File: config.mk
export PLATFORM = sky130hd
export DESIGN_NAME = lcdd_decoder
export DESIGN_NICKNAME = d
export VERILOG_FILES = /design/src/verilog/lcdd_pkg.sv /design/src/verilog/lcdd_ram.sv /design/src/verilog/lcdd_decoder.sv
export VERILOG_INCLUDE_DIRS = /design/src /design/src/verilog
export SDC_FILE = /design/constraint.sdc
export NUM_CORES = 2
export LEC_CHECK = 0
export BUFFER_PORTS_ARGS = -buffer_cell sky130_fd_sc_hd__buf_4
export CORE_MARGIN = 3
export CORE_UTILIZATION = 25
export DETAILED_ROUTE_END_ITERATION = 8
export PLACE_DENSITY = 0.35
export SYNTH_ARGS = -nofsm -noshare
export SYNTH_HDL_FRONTEND = slang
export SYNTH_SLANG_ARGS = --single-unit
File: constraint.sdc
create_clock -name clock -period 14.5 [get_ports clock]
set_input_delay 0.725 -clock clock [delete_from_list [all_inputs] [get_ports clock]]
set_output_delay 0.725 -clock clock [all_outputs]
set_load 0.05 [all_outputs]
File: src/verilog/lcdd_cfg.svh
// constants of the lcd instruction decoder
`ifndef LCDD_CFG_SVH
`define LCDD_CFG_SVH
`define LCDD_CLK_NS 100
`define LCDD_BUSY_NS 200
`define LCDD_INIT_NS 1000
`define LCDD_OP_DISP 7'h57
`define LCDD_OP_ADC 7'h50
`define LCDD_OP_STATIC 7'h52
`define LCDD_OP_DUTY 7'h54
`define LCDD_OP_LINE 3'h6
`define LCDD_OP_PAGE 6'h2E
`define LCDD_OP_COL 1'b0
`define LCDD_CMD_RMW 8'hE0
`define LCDD_CMD_END 8'hEE
`define LCDD_CMD_SRST 8'hE2
`define LCDD_F_OP7 7:1
`define LCDD_F_OP6 7:2
`define LCDD_F_OP3 7:5
`define LCDD_F_MSB 7
`define LCDD_F_D0 0
`define LCDD_F_LINE 4:0
`define LCDD_F_PAGE 1:0
`define LCDD_F_COL 6:0
`define LCDD_F_LBIT 2:0
`define LCDD_F_LPAGE 4:3
`define LCDD_COL_STOP 7'h50
`define LCDD_COL_LAST 7'h4F
`define LCDD_COL_INIT 7'h00
`define LCDD_PAGE_INIT 2'h3
`define LCDD_LINE_INIT 5'h00
`define LCDD_LINES16 6'h10
`define LCDD_LINES32 6'h20
`define LCDD_COM_LAST16 5'h0F
`define LCDD_STAT_LOW 4'h0
`define LCDD_COM_ONE 32'h0000_0001
`define LCDD_PIN_RSTN 3
`define LCDD_PIN_A0 2
`define LCDD_PIN_SA 1
`define LCDD_PIN_SB 0
`endif

File: src/verilog/lcdd_pkg.sv
// types of the lcd instruction decoder
`default_nettype none
package lcdd_pkg;
	typedef enum logic [1:0] {
		LCDD_PH_IDLE = 2'h0,
		LCDD_PH_WR = 2'h1,
		LCDD_PH_RD = 2'h2
	} lcdd_phase_type;
endpackage
`default_nettype wire

File: src/verilog/lcdd_ram.sv
// display memory: pages of columns of bytes, one write and two read ports
`timescale 1ns/100ps
`default_nettype none
module lcdd_ram #(
	parameter int COLS = 80,
	parameter int PAGES = 4
) (
	input wire logic clock,
	input wire logic wr_en,
	input wire logic [1:0] wr_page,
	input wire logic [6:0] wr_col,
	input wire logic [7:0] wr_data,
	input wire logic [1:0] hr_page,
	input wire logic [6:0] hr_col,
	output logic [7:0] hr_data,
	input wire logic [1:0] sr_page,
	input wire logic [6:0] sr_col,
	output logic [7:0] sr_data
);
	localparam int DEPTH = COLS * PAGES;
	if (COLS < 1 || COLS > 80 || PAGES < 1 || PAGES > 4) begin : g_bad
		$error("lcdd_ram: geometry out of range");
	end
	logic [7:0] mem_q [DEPTH];
	logic [8:0] w_idx, h_idx, s_idx;
	always_comb begin
		w_idx = 9'(int'(wr_page) * COLS + int'(wr_col));
		h_idx = 9'(int'(hr_page) * COLS + int'(hr_col));
		s_idx = 9'(int'(sr_page) * COLS + int'(sr_col));
		hr_data = (int'(hr_col) < COLS && int'(hr_page) < PAGES) ? mem_q[h_idx] : 8'h00;
		sr_data = (int'(sr_col) < COLS && int'(sr_page) < PAGES) ? mem_q[s_idx] : 8'h00;
	end
	// columns past the last one are dropped
	always_ff @(posedge clock) begin
		if (wr_en && int'(wr_col) < COLS && int'(wr_page) < PAGES) begin
			mem_q[w_idx] <= wr_data;
		end
	end
endmodule
`default_nettype wire

File: src/verilog/lcdd_decoder.sv
// instruction decoder of a bitmap lcd driver with host bus and display scan
`timescale 1ns/100ps
`default_nettype none
`include "lcdd_cfg.svh"
// Behaviour
// - select line picks data or command/status; strobe gives direction
// - on/off command lowest bit switches whole display
// - static on while off, or off while static, enters power save
// - display on or static off leaves power save; data and modes kept
// - start line loads five bits; that line drives first common
// - rows shown run from start line for duty lines
// - page command loads page 0 to 3 for host access
// - page changes never alter the displayed image
// - column auto-increments, stops at 50 hex, page unchanged
// - data write stores byte at page and column, then increments column
// - data read returns byte at current page and column
// - outside rmw, data read increments column afterwards
// - writes pass a holding latch, committed on next write; reads pipelined
// - status is busy, order, off, reset flags over four zero bits
// - busy reads 1 during an operation or reset cycle
// - order flag 0 maps column 79-n to segment n, else n
// - order command reverses column to segment mapping
// - display flag reads inverse of on/off command bit
// - reset flag reads 1 during pin or command initialization
// - static drive forces all commons and whole display on while display is on; with display off power save holds them low
// - duty bit 1 selects 1/32, 0 selects 1/16
// - in rmw, writes increment column, reads leave it
// - end leaves rmw and restores saved column
// - soft reset sets start line 0 and page 3, memory kept
module lcdd_decoder #(
	parameter int COLS = 80,
	parameter int BUSY_CYC = (`LCDD_BUSY_NS + `LCDD_CLK_NS - 1) / `LCDD_CLK_NS,
	parameter int INIT_CYC = (`LCDD_INIT_NS + `LCDD_CLK_NS - 1) / `LCDD_CLK_NS
) (
	input wire logic clock,
	input wire logic srst,
	input wire logic bus_type68,
	input wire logic rst_pin_n,
	input wire logic cmd_data_select,
	input wire logic strobe_rd_e,
	input wire logic strobe_wr_rw,
	input wire logic [7:0] data_in,
	output logic [7:0] data_out,
	output logic data_oe,
	output logic [31:0] common_driver,
	output logic segment_driver,
	output logic [6:0] segment_index,
	output logic power_save
);
	if (COLS < 1 || COLS > 80 || BUSY_CYC < 1 || BUSY_CYC > 255 || INIT_CYC < 1 || INIT_CYC > 255) begin : g_bad
		$error("lcdd_decoder: parameter out of range");
	end
	localparam logic [7:0] BUSY_LD = 8'(BUSY_CYC);
	localparam logic [7:0] INIT_LD = 8'(INIT_CYC);

	// pin synchronisers, a change counts once stages two and three agree
	logic [3:0] pin_raw, s1_q, s2_q, s3_q, pin_q, pin_d;
	logic [7:0] d1_q, d2_q, d3_q;
	logic type68_q;
	assign pin_raw = {rst_pin_n, cmd_data_select, strobe_rd_e, strobe_wr_rw};
	always_ff @(posedge clock) begin
		s1_q <= pin_raw;
		s2_q <= s1_q;
		s3_q <= s2_q;
		d1_q <= data_in;
		d2_q <= d1_q;
		d3_q <= d2_q;
		if (srst) begin
			type68_q <= bus_type68;
		end
	end
	for (genvar i = 0; i < 4; i++) begin : g_pin
		always_comb begin
			pin_d[i] = (s2_q[i] == s3_q[i]) ? s3_q[i] : pin_q[i];
		end
		always_ff @(posedge clock) begin
			pin_q[i] <= srst ? s3_q[i] : pin_d[i];
		end
	end

	// host bus phases
	lcdd_pkg::lcdd_phase_type ph_q, ph_d;
	logic a0_q, a0_d, oe_q, oe_d, active, is_rd, hw_rst;
	logic [7:0] wdat_q, wdat_d, dout_q, dout_d, status, rlatch_q, rlatch_d;
	logic fin_wr, fin_rd, cmd_go, dwr_go, drd_go;
	always_comb begin
		active = type68_q ? pin_q[`LCDD_PIN_SA] : ~(pin_q[`LCDD_PIN_SA] & pin_q[`LCDD_PIN_SB]);
		is_rd = type68_q ? pin_q[`LCDD_PIN_SB] : ~pin_q[`LCDD_PIN_SA];
		hw_rst = ~pin_q[`LCDD_PIN_RSTN];
		ph_d = ph_q;
		unique case (ph_q)
			lcdd_pkg::LCDD_PH_IDLE: begin
				if (active) begin
					ph_d = is_rd ? lcdd_pkg::LCDD_PH_RD : lcdd_pkg::LCDD_PH_WR;
				end
			end
			lcdd_pkg::LCDD_PH_WR, lcdd_pkg::LCDD_PH_RD: begin
				if (!active) begin
					ph_d = lcdd_pkg::LCDD_PH_IDLE;
				end
			end
			default: ph_d = lcdd_pkg::LCDD_PH_IDLE;
		endcase
		fin_wr = (ph_q == lcdd_pkg::LCDD_PH_WR) && !active;
		fin_rd = (ph_q == lcdd_pkg::LCDD_PH_RD) && !active;
		cmd_go = fin_wr && !a0_q && !hw_rst;
		dwr_go = fin_wr && a0_q && !hw_rst;
		drd_go = fin_rd && a0_q && !hw_rst;
		a0_d = active ? pin_q[`LCDD_PIN_A0] : a0_q;
		wdat_d = (active && !is_rd && d2_q == d3_q) ? d3_q : wdat_q;
		oe_d = (ph_d == lcdd_pkg::LCDD_PH_RD);
		dout_d = dout_q;
		if (ph_q == lcdd_pkg::LCDD_PH_IDLE && active && is_rd) begin
			// data reads present the holding latch, so one read lags
			dout_d = pin_q[`LCDD_PIN_A0] ? rlatch_q : status;
		end
	end
	always_ff @(posedge clock) begin
		if (srst) begin
			ph_q <= lcdd_pkg::LCDD_PH_IDLE;
			{a0_q, oe_q} <= 2'h0;
			{wdat_q, dout_q} <= 16'h0000;
		end else begin
			ph_q <= ph_d;
			{a0_q, oe_q} <= {a0_d, oe_d};
			{wdat_q, dout_q} <= {wdat_d, dout_d};
		end
	end

	// command and address state
	logic disp_q, disp_d, stat_q, stat_d, psave_q, psave_d, adc_q, adc_d;
	logic duty32_q, duty32_d, rmw_q, rmw_d, wpend_q, wpend_d;
	logic [4:0] line_q, line_d;
	logic [1:0] page_q, page_d, wpg_q, wpg_d;
	logic [6:0] col_q, col_d, save_q, save_d, wcol_q, wcol_d, col_inc;
	logic [7:0] wbuf_q, wbuf_d, busy_q, busy_d, init_q, init_d;
	logic [7:0] hr_data, sr_data;
	logic [7:0] cmd;
	logic busy;
	always_comb begin
		cmd = wdat_q;
		busy = (busy_q != 8'h00) || (init_q != 8'h00);
		status = {busy, adc_q, ~disp_q, init_q != 8'h00, `LCDD_STAT_LOW};
		col_inc = (col_q != `LCDD_COL_STOP) ? 7'(col_q + 7'h01) : col_q;
		{disp_d, stat_d, psave_d, adc_d, duty32_d, rmw_d} = {disp_q, stat_q, psave_q, adc_q, duty32_q, rmw_q};
		{line_d, page_d, col_d, save_d} = {line_q, page_q, col_q, save_q};
		{wpend_d, wpg_d, wcol_d, wbuf_d, rlatch_d} = {wpend_q, wpg_q, wcol_q, wbuf_q, rlatch_q};
		busy_d = (busy_q != 8'h00) ? 8'(busy_q - 8'h01) : busy_q;
		init_d = (init_q != 8'h00) ? 8'(init_q - 8'h01) : init_q;
		if (cmd_go || dwr_go || drd_go) begin
			busy_d = BUSY_LD;
		end
		if (hw_rst) begin
			{disp_d, stat_d, psave_d, rmw_d} = 4'h0;
			{adc_d, duty32_d} = 2'h3;
			{line_d, page_d, col_d} = {`LCDD_LINE_INIT, `LCDD_PAGE_INIT, `LCDD_COL_INIT};
			init_d = INIT_LD;
		end else if (cmd_go) begin
			if (cmd[`LCDD_F_OP7] == `LCDD_OP_DISP) begin
				disp_d = cmd[`LCDD_F_D0];
				if (cmd[`LCDD_F_D0]) begin
					psave_d = 1'b0;
				end else if (stat_q) begin
					psave_d = 1'b1;
				end
			end else if (cmd[`LCDD_F_OP7] == `LCDD_OP_ADC) begin
				adc_d = ~cmd[`LCDD_F_D0];
			end else if (cmd[`LCDD_F_OP7] == `LCDD_OP_STATIC) begin
				stat_d = cmd[`LCDD_F_D0];
				if (!cmd[`LCDD_F_D0]) begin
					psave_d = 1'b0;
				end else if (!disp_q) begin
					psave_d = 1'b1;
				end
			end else if (cmd[`LCDD_F_OP7] == `LCDD_OP_DUTY) begin
				duty32_d = cmd[`LCDD_F_D0];
			end else if (cmd[`LCDD_F_OP3] == `LCDD_OP_LINE) begin
				line_d = cmd[`LCDD_F_LINE];
			end else if (cmd[`LCDD_F_OP6] == `LCDD_OP_PAGE) begin
				page_d = cmd[`LCDD_F_PAGE];
			end else if (cmd == `LCDD_CMD_RMW) begin
				rmw_d = 1'b1;
				save_d = col_q;
			end else if (cmd == `LCDD_CMD_END) begin
				if (rmw_q) begin
					rmw_d = 1'b0;
					col_d = save_q;
				end
			end else if (cmd == `LCDD_CMD_SRST) begin
				{line_d, page_d} = {`LCDD_LINE_INIT, `LCDD_PAGE_INIT};
				init_d = INIT_LD;
			end else if (cmd[`LCDD_F_MSB] == `LCDD_OP_COL) begin
				col_d = cmd[`LCDD_F_COL];
			end
		end else if (dwr_go) begin
			// previous byte commits now, this one waits in the latch
			wpend_d = 1'b1;
			wbuf_d = cmd;
			wpg_d = page_q;
			wcol_d = col_q;
			col_d = col_inc;
		end else if (drd_go) begin
			rlatch_d = hr_data;
			if (!rmw_q) begin
				col_d = col_inc;
			end
		end
	end
	always_ff @(posedge clock) begin
		if (srst) begin
			{disp_q, stat_q, psave_q, rmw_q, wpend_q} <= 5'h00;
			{adc_q, duty32_q} <= 2'h3;
			{line_q, page_q, col_q} <= {`LCDD_LINE_INIT, `LCDD_PAGE_INIT, `LCDD_COL_INIT};
			{save_q, wcol_q, wpg_q} <= 16'h0000;
			{wbuf_q, rlatch_q, busy_q} <= 24'h00_0000;
			init_q <= INIT_LD;
		end else begin
			{disp_q, stat_q, psave_q, rmw_q, wpend_q} <= {disp_d, stat_d, psave_d, rmw_d, wpend_d};
			{adc_q, duty32_q} <= {adc_d, duty32_d};
			{line_q, page_q, col_q} <= {line_d, page_d, col_d};
			{save_q, wcol_q, wpg_q} <= {save_d, wcol_d, wpg_d};
			{wbuf_q, rlatch_q, busy_q} <= {wbuf_d, rlatch_d, busy_d};
			init_q <= init_d;
		end
	end

	// display scan: start line plus common index, page register unused
	logic [6:0] seg_q, seg_d, scol;
	logic [4:0] com_q, com_d, mline;
	logic [5:0] lines;
	logic [31:0] cdrv_q, cdrv_d;
	logic sdrv_q, sdrv_d;
	logic [6:0] sidx_q, sidx_d;
	always_comb begin
		lines = duty32_q ? `LCDD_LINES32 : `LCDD_LINES16;
		mline = 5'(line_q + com_q);
		scol = adc_q ? seg_q : 7'(`LCDD_COL_LAST - seg_q);
		seg_d = 7'(seg_q + 7'h01);
		com_d = com_q;
		if (seg_q == `LCDD_COL_LAST) begin
			seg_d = 7'h00;
			com_d = (6'({1'b0, com_q} + 6'h01) >= lines) ? 5'h00 : 5'(com_q + 5'h01);
		end
		sidx_d = seg_q;
		if (psave_q) begin
			sdrv_d = 1'b0;
			cdrv_d = 32'h0000_0000;
		end else if (stat_q) begin
			sdrv_d = 1'b1;
			cdrv_d = 32'hFFFF_FFFF;
		end else begin
			sdrv_d = disp_q & sr_data[mline[`LCDD_F_LBIT]];
			cdrv_d = `LCDD_COM_ONE << com_q;
		end
	end
	always_ff @(posedge clock) begin
		if (srst) begin
			{seg_q, com_q, sidx_q, sdrv_q} <= 20'h0_0000;
			cdrv_q <= 32'h0000_0000;
		end else begin
			{seg_q, com_q, sidx_q, sdrv_q} <= {seg_d, com_d, sidx_d, sdrv_d};
			cdrv_q <= cdrv_d;
		end
	end

	lcdd_ram #(.COLS(COLS), .PAGES(4)) u_ram (
		.clock(clock),
		.wr_en(dwr_go && wpend_q),
		.wr_page(wpg_q),
		.wr_col(wcol_q),
		.wr_data(wbuf_q),
		.hr_page(page_q),
		.hr_col(col_q),
		.hr_data(hr_data),
		.sr_page(mline[`LCDD_F_LPAGE]),
		.sr_col(scol),
		.sr_data(sr_data)
	);

	assign data_out = dout_q;
	assign data_oe = oe_q;
	assign common_driver = cdrv_q;
	assign segment_driver = sdrv_q;
	assign segment_index = sidx_q;
	assign power_save = psave_q;
endmodule
`default_nettype wire

# ---- Word level (Yosys, flattened, before mapping)
# Memories as Yosys holds them, arrays and structs flattened.
# Cells that the tools add are included.
# Widths: inputs -> output; s select.
dict set report classes {
  eq_ne 38
  order_cmp 5
  n_reduce_logical 50
  add_sub_neg 11
  n_mux 73
  multipliers 3
  n_shift 1
  n_bitwise 15
}
# cell n
set ops {}
lappend ops {{$mux 7} 17}
lappend ops {{$mux 8} 14}
lappend ops {{$eq 7x7->1 const B} 5}
lappend ops {{$mux 32} 1}
lappend ops {{$shl 1x5->32 const A} 1}
lappend ops {{$mux 5} 6}
lappend ops {{$add 9x8->9} 3}
lappend ops {{$reduce_and 9->1} 3}
lappend ops {{$ne 2x2->1 const B} 13}
lappend ops {{$eq 8x8->1 const B} 3}
lappend ops {{$mux 1} 23}
lappend ops {{$lt 7x7->1 const B} 3}
lappend ops {{$mux 2} 9}
lappend ops {{$reduce_bool 2->1} 9}
lappend ops {{$reduce_bool 8->1} 2}
lappend ops {{$sub 8x1->8 const B} 2}
lappend ops {{$mul 2x3->5 const B} 3}
lappend ops {{$add 7x1->7 const B} 2}
lappend ops {{$logic_and 1x1->1} 14}
lappend ops {{$not 1->1} 13}
lappend ops {{$ne 3x3->1 const B} 4}
lappend ops {{$reduce_and 12->1} 1}
lappend ops {{$reduce_and 5->1} 2}
lappend ops {{$reduce_or 2->1} 5}
lappend ops {{26 further kinds} 38}
dict set report totals {
  output_inout_bits 50
  wordCells 236
  mem_count 1
  ff_bits 182
  inputBits 15
  ramBits 2560
}
# name words width rd rd_ports_with_merged_regs wr line_no
set mem_list {}
lappend mem_list {u_ram.mem_q 320 8 2 0 1 lcdd_ram.sv:24} ;# logic [7:0] mem_q [DEPTH];

# ---- Logic depth before layout (Yosys ltp)
dict set report logic_depth {
  depth_word 12
  depth_mapped 21
  ltp_nobuf 19
}

# ---- By module
# From an unflattened synthesis, not the netlist that was laid out.
dict set report hier_totals {
  cells_unflattened 7109
  area_unflattened_um2 127297.1
}
# mod area_per_inst_um2 n_inst cells_per_inst seq_area_each_um2
set by_module_without_submodules {}
lappend by_module_without_submodules {lcdd_ram 120046.4 1 6367 76873.7}
lappend by_module_without_submodules {lcdd_decoder 7250.7 1 742 3693.5}

# ---- Worst setup path after synthesis
# No wires, ideal clock.
dict set report synth_timing {
  path_kind {register to register}
  start {register wbuf_q[0]}
  end {memory u_ram.mem_q[0][0], data pin}
  stages_incl_launch_ff 1
  required_ns 13.481
  path_buffers 0
  setup_time_ns 1.019
  setup_slack_ns 9.305
  synth_period_minus_slack_ns 5.195
  arrival_time_ns 4.176
  cell_sequence {dfxtp_1}
}
# item line_no
set synth_rtl {}
lappend synth_rtl {{from (decl)} lcdd_decoder.sv:136} ;# logic [7:0] wbuf_q, wbuf_d, busy_q, busy_d, init_q, init_d;
lappend synth_rtl {{from (signal assigned)} lcdd_decoder.sv:222} ;# {wbuf_q, rlatch_q, busy_q} <= {wbuf_d, rlatch_d, busy_d};
lappend synth_rtl {{to (decl)} lcdd_ram.sv:24}
# No word-level cell before the write port.

# ---- Worst setup path in the final report
dict set report layout_timing {
  start {register seg_q[0]}
  end {register sdrv_q, in the netlist segment_driver}
}
dict set report layout_between {
  elab_chain_cells 9
  elab_cells_between_ends 10
  classes_between {2 x add/sub; 1 x order compare; 5 x mux; 1 x bitwise; 1 x memory}
}
# item line_no
set layout_lines {}
lappend layout_lines {{from (decl)} lcdd_decoder.sv:228} ;# logic [6:0] seg_q, seg_d, scol;
lappend layout_lines {{from (signal assigned)} lcdd_decoder.sv:261} ;# {seg_q, com_q, sidx_q, sdrv_q} <= {seg_d, com_d, sidx_d, sdrv_d};
lappend layout_lines {{$sub 7x7->7 (no source line)} -}
lappend layout_lines {{$mux 7 *} lcdd_decoder.sv:237} ;# scol = adc_q ? seg_q : 7'(`LCDD_COL_LAST - seg_q);
lappend layout_lines {{$add 9x8->9} lcdd_ram.sv:29} ;# s_idx = 9'(int'(sr_page) * COLS + int'(sr_col));
lappend layout_lines {{$mem_v2 320x8} -}
lappend layout_lines {{$mux 8 *} lcdd_ram.sv:31} ;# sr_data = (int'(sr_col) < COLS && int'(sr_page) < PAGES) ? mem_q[s_idx] : 8'h00;
lappend layout_lines {{$bmux 1 s3 *} lcdd_decoder.sv:252} ;# sdrv_d = disp_q & sr_data[mline[`LCDD_F_LBIT]];
lappend layout_lines {{$mux 1 *} lcdd_decoder.sv:252}
lappend layout_lines {{$and 1x1->1 *} lcdd_decoder.sv:252}
lappend layout_lines {{$mux 1 *} lcdd_decoder.sv:248} ;# end else if (stat_q) begin
lappend layout_lines {{to (signal assigned)} lcdd_decoder.sv:261}
lappend layout_lines {{to (decl)} lcdd_decoder.sv:232} ;# logic sdrv_q, sdrv_d;
# Mark *: on every way between the ends. The rest lies on a longest branch, timed or not. The select of a mux whose other input is x is not followed.
# A chain may end at the register's enable or synchronous reset.

==> flow_summary.toml <==
[placement]
dp_slack_ns = 7.335
portBuffers = 64
routabilityCongestion = 0.8765
post-dp-hpwl_mm = 408.7

[setup_path]
crit_start = "seg_q[0]"
reg2reg_to = "segment_driver"
critPathLaunchType = "flop"
cp.arrival_ns = 8.50
worst_ep_required_time_ns = 15.44
crit_type = "flop to flop"
path_max_fanout = 48
rrSetupSlack_ns = 6.94
r2r_cells = 14
endpoint_kind = "flop"
r2r_start = "seg_q[0]"

[detailed_routing]
wirelength_mm = 647.2
dr.first_iter.drc_count = 12160
avgRoutedWirePerCell_um = 39.43
first_pass_iters = 6
postRouteAntennaNets = 0
drc = 0
routed_via_density = 5.673
num_vias = 93110

[hold_path]
hold_path_class = "input port to flop"
hold_path_depth = 2
min_from = "srst"
worstHoldEndpoint = "a0_q"

[timing]
fmax_mhz = 132.3
fin_ws_ns = 6.939
min_period_over_period_pct = 52.15
holdWs_ns = 0.1373
post-route-min-period_ns = 7.561
maxSlewViolCount = 2
setup_viol = 0
skew_ns = 0.05832
tightest_slew_ns = 1.813
rsz0062_at_grt = "false"
fin_setup_tns_ns = 0
hold_viol = 0
slew_headroom_pct = -22.42

[yosys]
synthesis.area_mm2 = 0.1324
synthSimpleGateAreaFrac_pct = 6.525
synth_edf_count = 2565
netlist_instances = 9000
synth_fa_ha_area_share_pct = 0.3724
ys_seq_area_share_pct = 60.86
synth_warnings = 0
yosysUniqueCellTypes = 87
synthXorXnorAreaFrac_pct = 0.3724
async_reset_ff_share_pct = 0
synth_top_family_by_area = "multiplexers"
ys_ff_latch = 2742
syn_nets = 9052
synth_ff_type = "edfxtp_1"
muxShareOfSynthArea_pct = 20.09
synth_compound_area_share_pct = 9.125
avgSynthCellArea_um2 = 14.71

[global_routing]
grt_max_degree = 215
grt_overflow = 0
antenna_found_initial = 70
grt_pass1_wl_mm = 858.9
gr-usage-all-layers_pct = 23.21
grt_pass1_vias = 90880

[final_layout]
fin_util_pct = 29.29
multi_input_area_mm2 = 0.04881
fin_nets = 9191
syn_to_final_growth_pct = 16.41
drive_above_1_share_pct = 23.00
n_fill_cell = 52100
regArea_mm2 = 0.08063

[clock_network]
cts_root_buf = "clkbuf_16"
post_cts_buffers = 0
cts_tree = "yes"
clock-sinks = 2742
clock_latency_ns = 1.06
clock_path_buffers = 4
clkTransAtPathRegs_ns = 0.06
htreeDepth = 5
cts_buffers = 343

[floorplan]
start_util_pct = 25.16
die_w_um = 733.7
die_h_um = 733.7
die_area_mm2 = 0.5383
core-area_mm2 = 0.5262
rows = 266
boundaryPins = 65

[status]
outcome = "finished with violations"
violations = "max-capacitance violations, max-slew violations"

[power]
ir_drop_mv = 0.1023
power_leakage_nw = 47.88
powerDensity_mw_per_mm2 = 120.8

[run]
maxCapViolations = 2
==> where the power goes <==
| part | internal (mW) | switching, mW | total (mW) |
|---|---|---|---|
| clock network | 4.97 | 3.68 | 8.65 |
| registers | 8.54 | 0.0319 | 8.57 |
| logic | 0.404 | 0.992 | 1.40 |
==> cells in the mapped netlist (75+ instances only) <==
master | count | area (um^2)
clkbuf_1 | 374 | 1404
buf_1 | 119 | 446.7
a22oi_1 | 85 | 638.1
o221ai_1 | 129 | 1130
nor2_1 | 528 | 1982
a221oi_1 | 86 | 753.2
a32oi_1 | 75 | 656.9
buf_2 | 243 | 1216
mux4_2 | 970 | 21850
a21oi_1 | 705 | 3528
nand2_1 | 1062 | 3986
nand3_1 | 219 | 1096
mux2i_1 | 407 | 4074
a31oi_1 | 95 | 594.3
o21ai_0 | 209 | 1046
o22ai_1 | 149 | 932.1
dfxtp_1 | 177 | 3543
edfxtp_1 | 2565 | 77020
==> flip-flops by register name, indices dropped and copies added (netlist names), 7 cells and up <==
name and flops:
u_ram.mem_q 2560, wbuf_q 8, busy_q 8, wcol_q 7
d2_q 8, data_out 8, common_driver 32, segment_index 7
save_q 7, col_q 7, rlatch_q 8, seg_q 7
d3_q 8, init_q 8, cmd 8, d1_q 8
==> metal layers <==
| layer | wire length (um) | vias to the layer above | share of wire [%] | global-route usage [%] |
|---|---|---|---|---|
| li1 | - | 36700 | - | - |
| met1 | 273300 | 50360 | 42 | 31.68 |
| met2 | 296000 | 5027 | 46 | 36.66 |
| met3 | 52320 | 991 | 8.1 | 4.663 |
| met4 | 25360 | 34 | 3.9 | 8.106 |
| met5 | 218 | - | 0.034 | 0 |
==> stage by stage <==
stage	power (mW)	std cells	instance area (um^2)
2_1_floorplan	9.467	9000	132400
3_3_place_gp	10.11	15750	142800
3_5_place_dp	10.12	15750	142900
4_1_cts	18.79	16380	154000
5_1_grt	19.15	16390	154000
6_report	18.62	16410	154100
==> cell families after synthesis <==
group           Yosys count
flops                  2742
compound gates         1866
fa+ha+maj                37
simple gates           2057
mux                    1437
buf+inv                 811
xor+xnor                 50
==> timing repair <==
| action | 4_1_cts | 5_1_grt |
|---|---|---|
| endpoints found under the hold margin | 13 | 0 |
| hold buffers | 13 | 0 |
| gates resized for setup | 0 | 0 |
| setup endpoints to repair | 0 | 0 |
==> cell type report <==
type / instances / share of cell area [%]
Antenna cell: 29 / 0.04709
Tap cell: 6968 / 5.658
Clock buffer: 430 / 5.872
Inverter: 39 / 0.09825
Clock inverter: 192 / 1.275
Multi-Input combinational cell: 5447 / 31.67
Sequential cell: 2742 / 52.32
Timing Repair Buffer: 566 / 3.055
==> placed cells by master, fill, tap and decap left out, types with 207 or more instances in the layout <==
cell / instances
nand2_1: 1048
edfxtp_1: 2565
clkbuf_16: 347
nand3_1: 214
nor2_1: 500
buf_4: 517
a21oi_1: 705
mux4_2: 970
o21ai_0: 207
mux2i_1: 406
==> critical path, stage by stage, from the launching register on <==
cell	delay [ns]
dfxtp_4	0.80
buf_4	0.82
xor2_4	0.52
buf_4	0.68
buf_4	0.59
nand2_1	0.11
a32oi_1	0.36
o21ai_0	0.15
mux2i_1	0.54
o22ai_1	0.40
o31ai_1	1.30
o311ai_0	0.33
nand3_1	0.34
nand3_1	0.15
nand3_1	0.12
==> worst max path at each step <==
| stage | end | slack [ns] | cells after the start |
|---|---|---|---|
| final | segment_driver | 6.94 | 14 |
| after global routing | segment_driver | 6.96 | 14 |
| after detailed placement | segment_driver | 7.33 | 14 |
| after global placement | segment_driver | 7.18 | 14 |
| after floorplan | u_ram.mem_q[0][0] | 9.30 | 0 |
| after CTS | segment_driver | 7.31 | 14 |
Power figures use the tool's default switching activity.
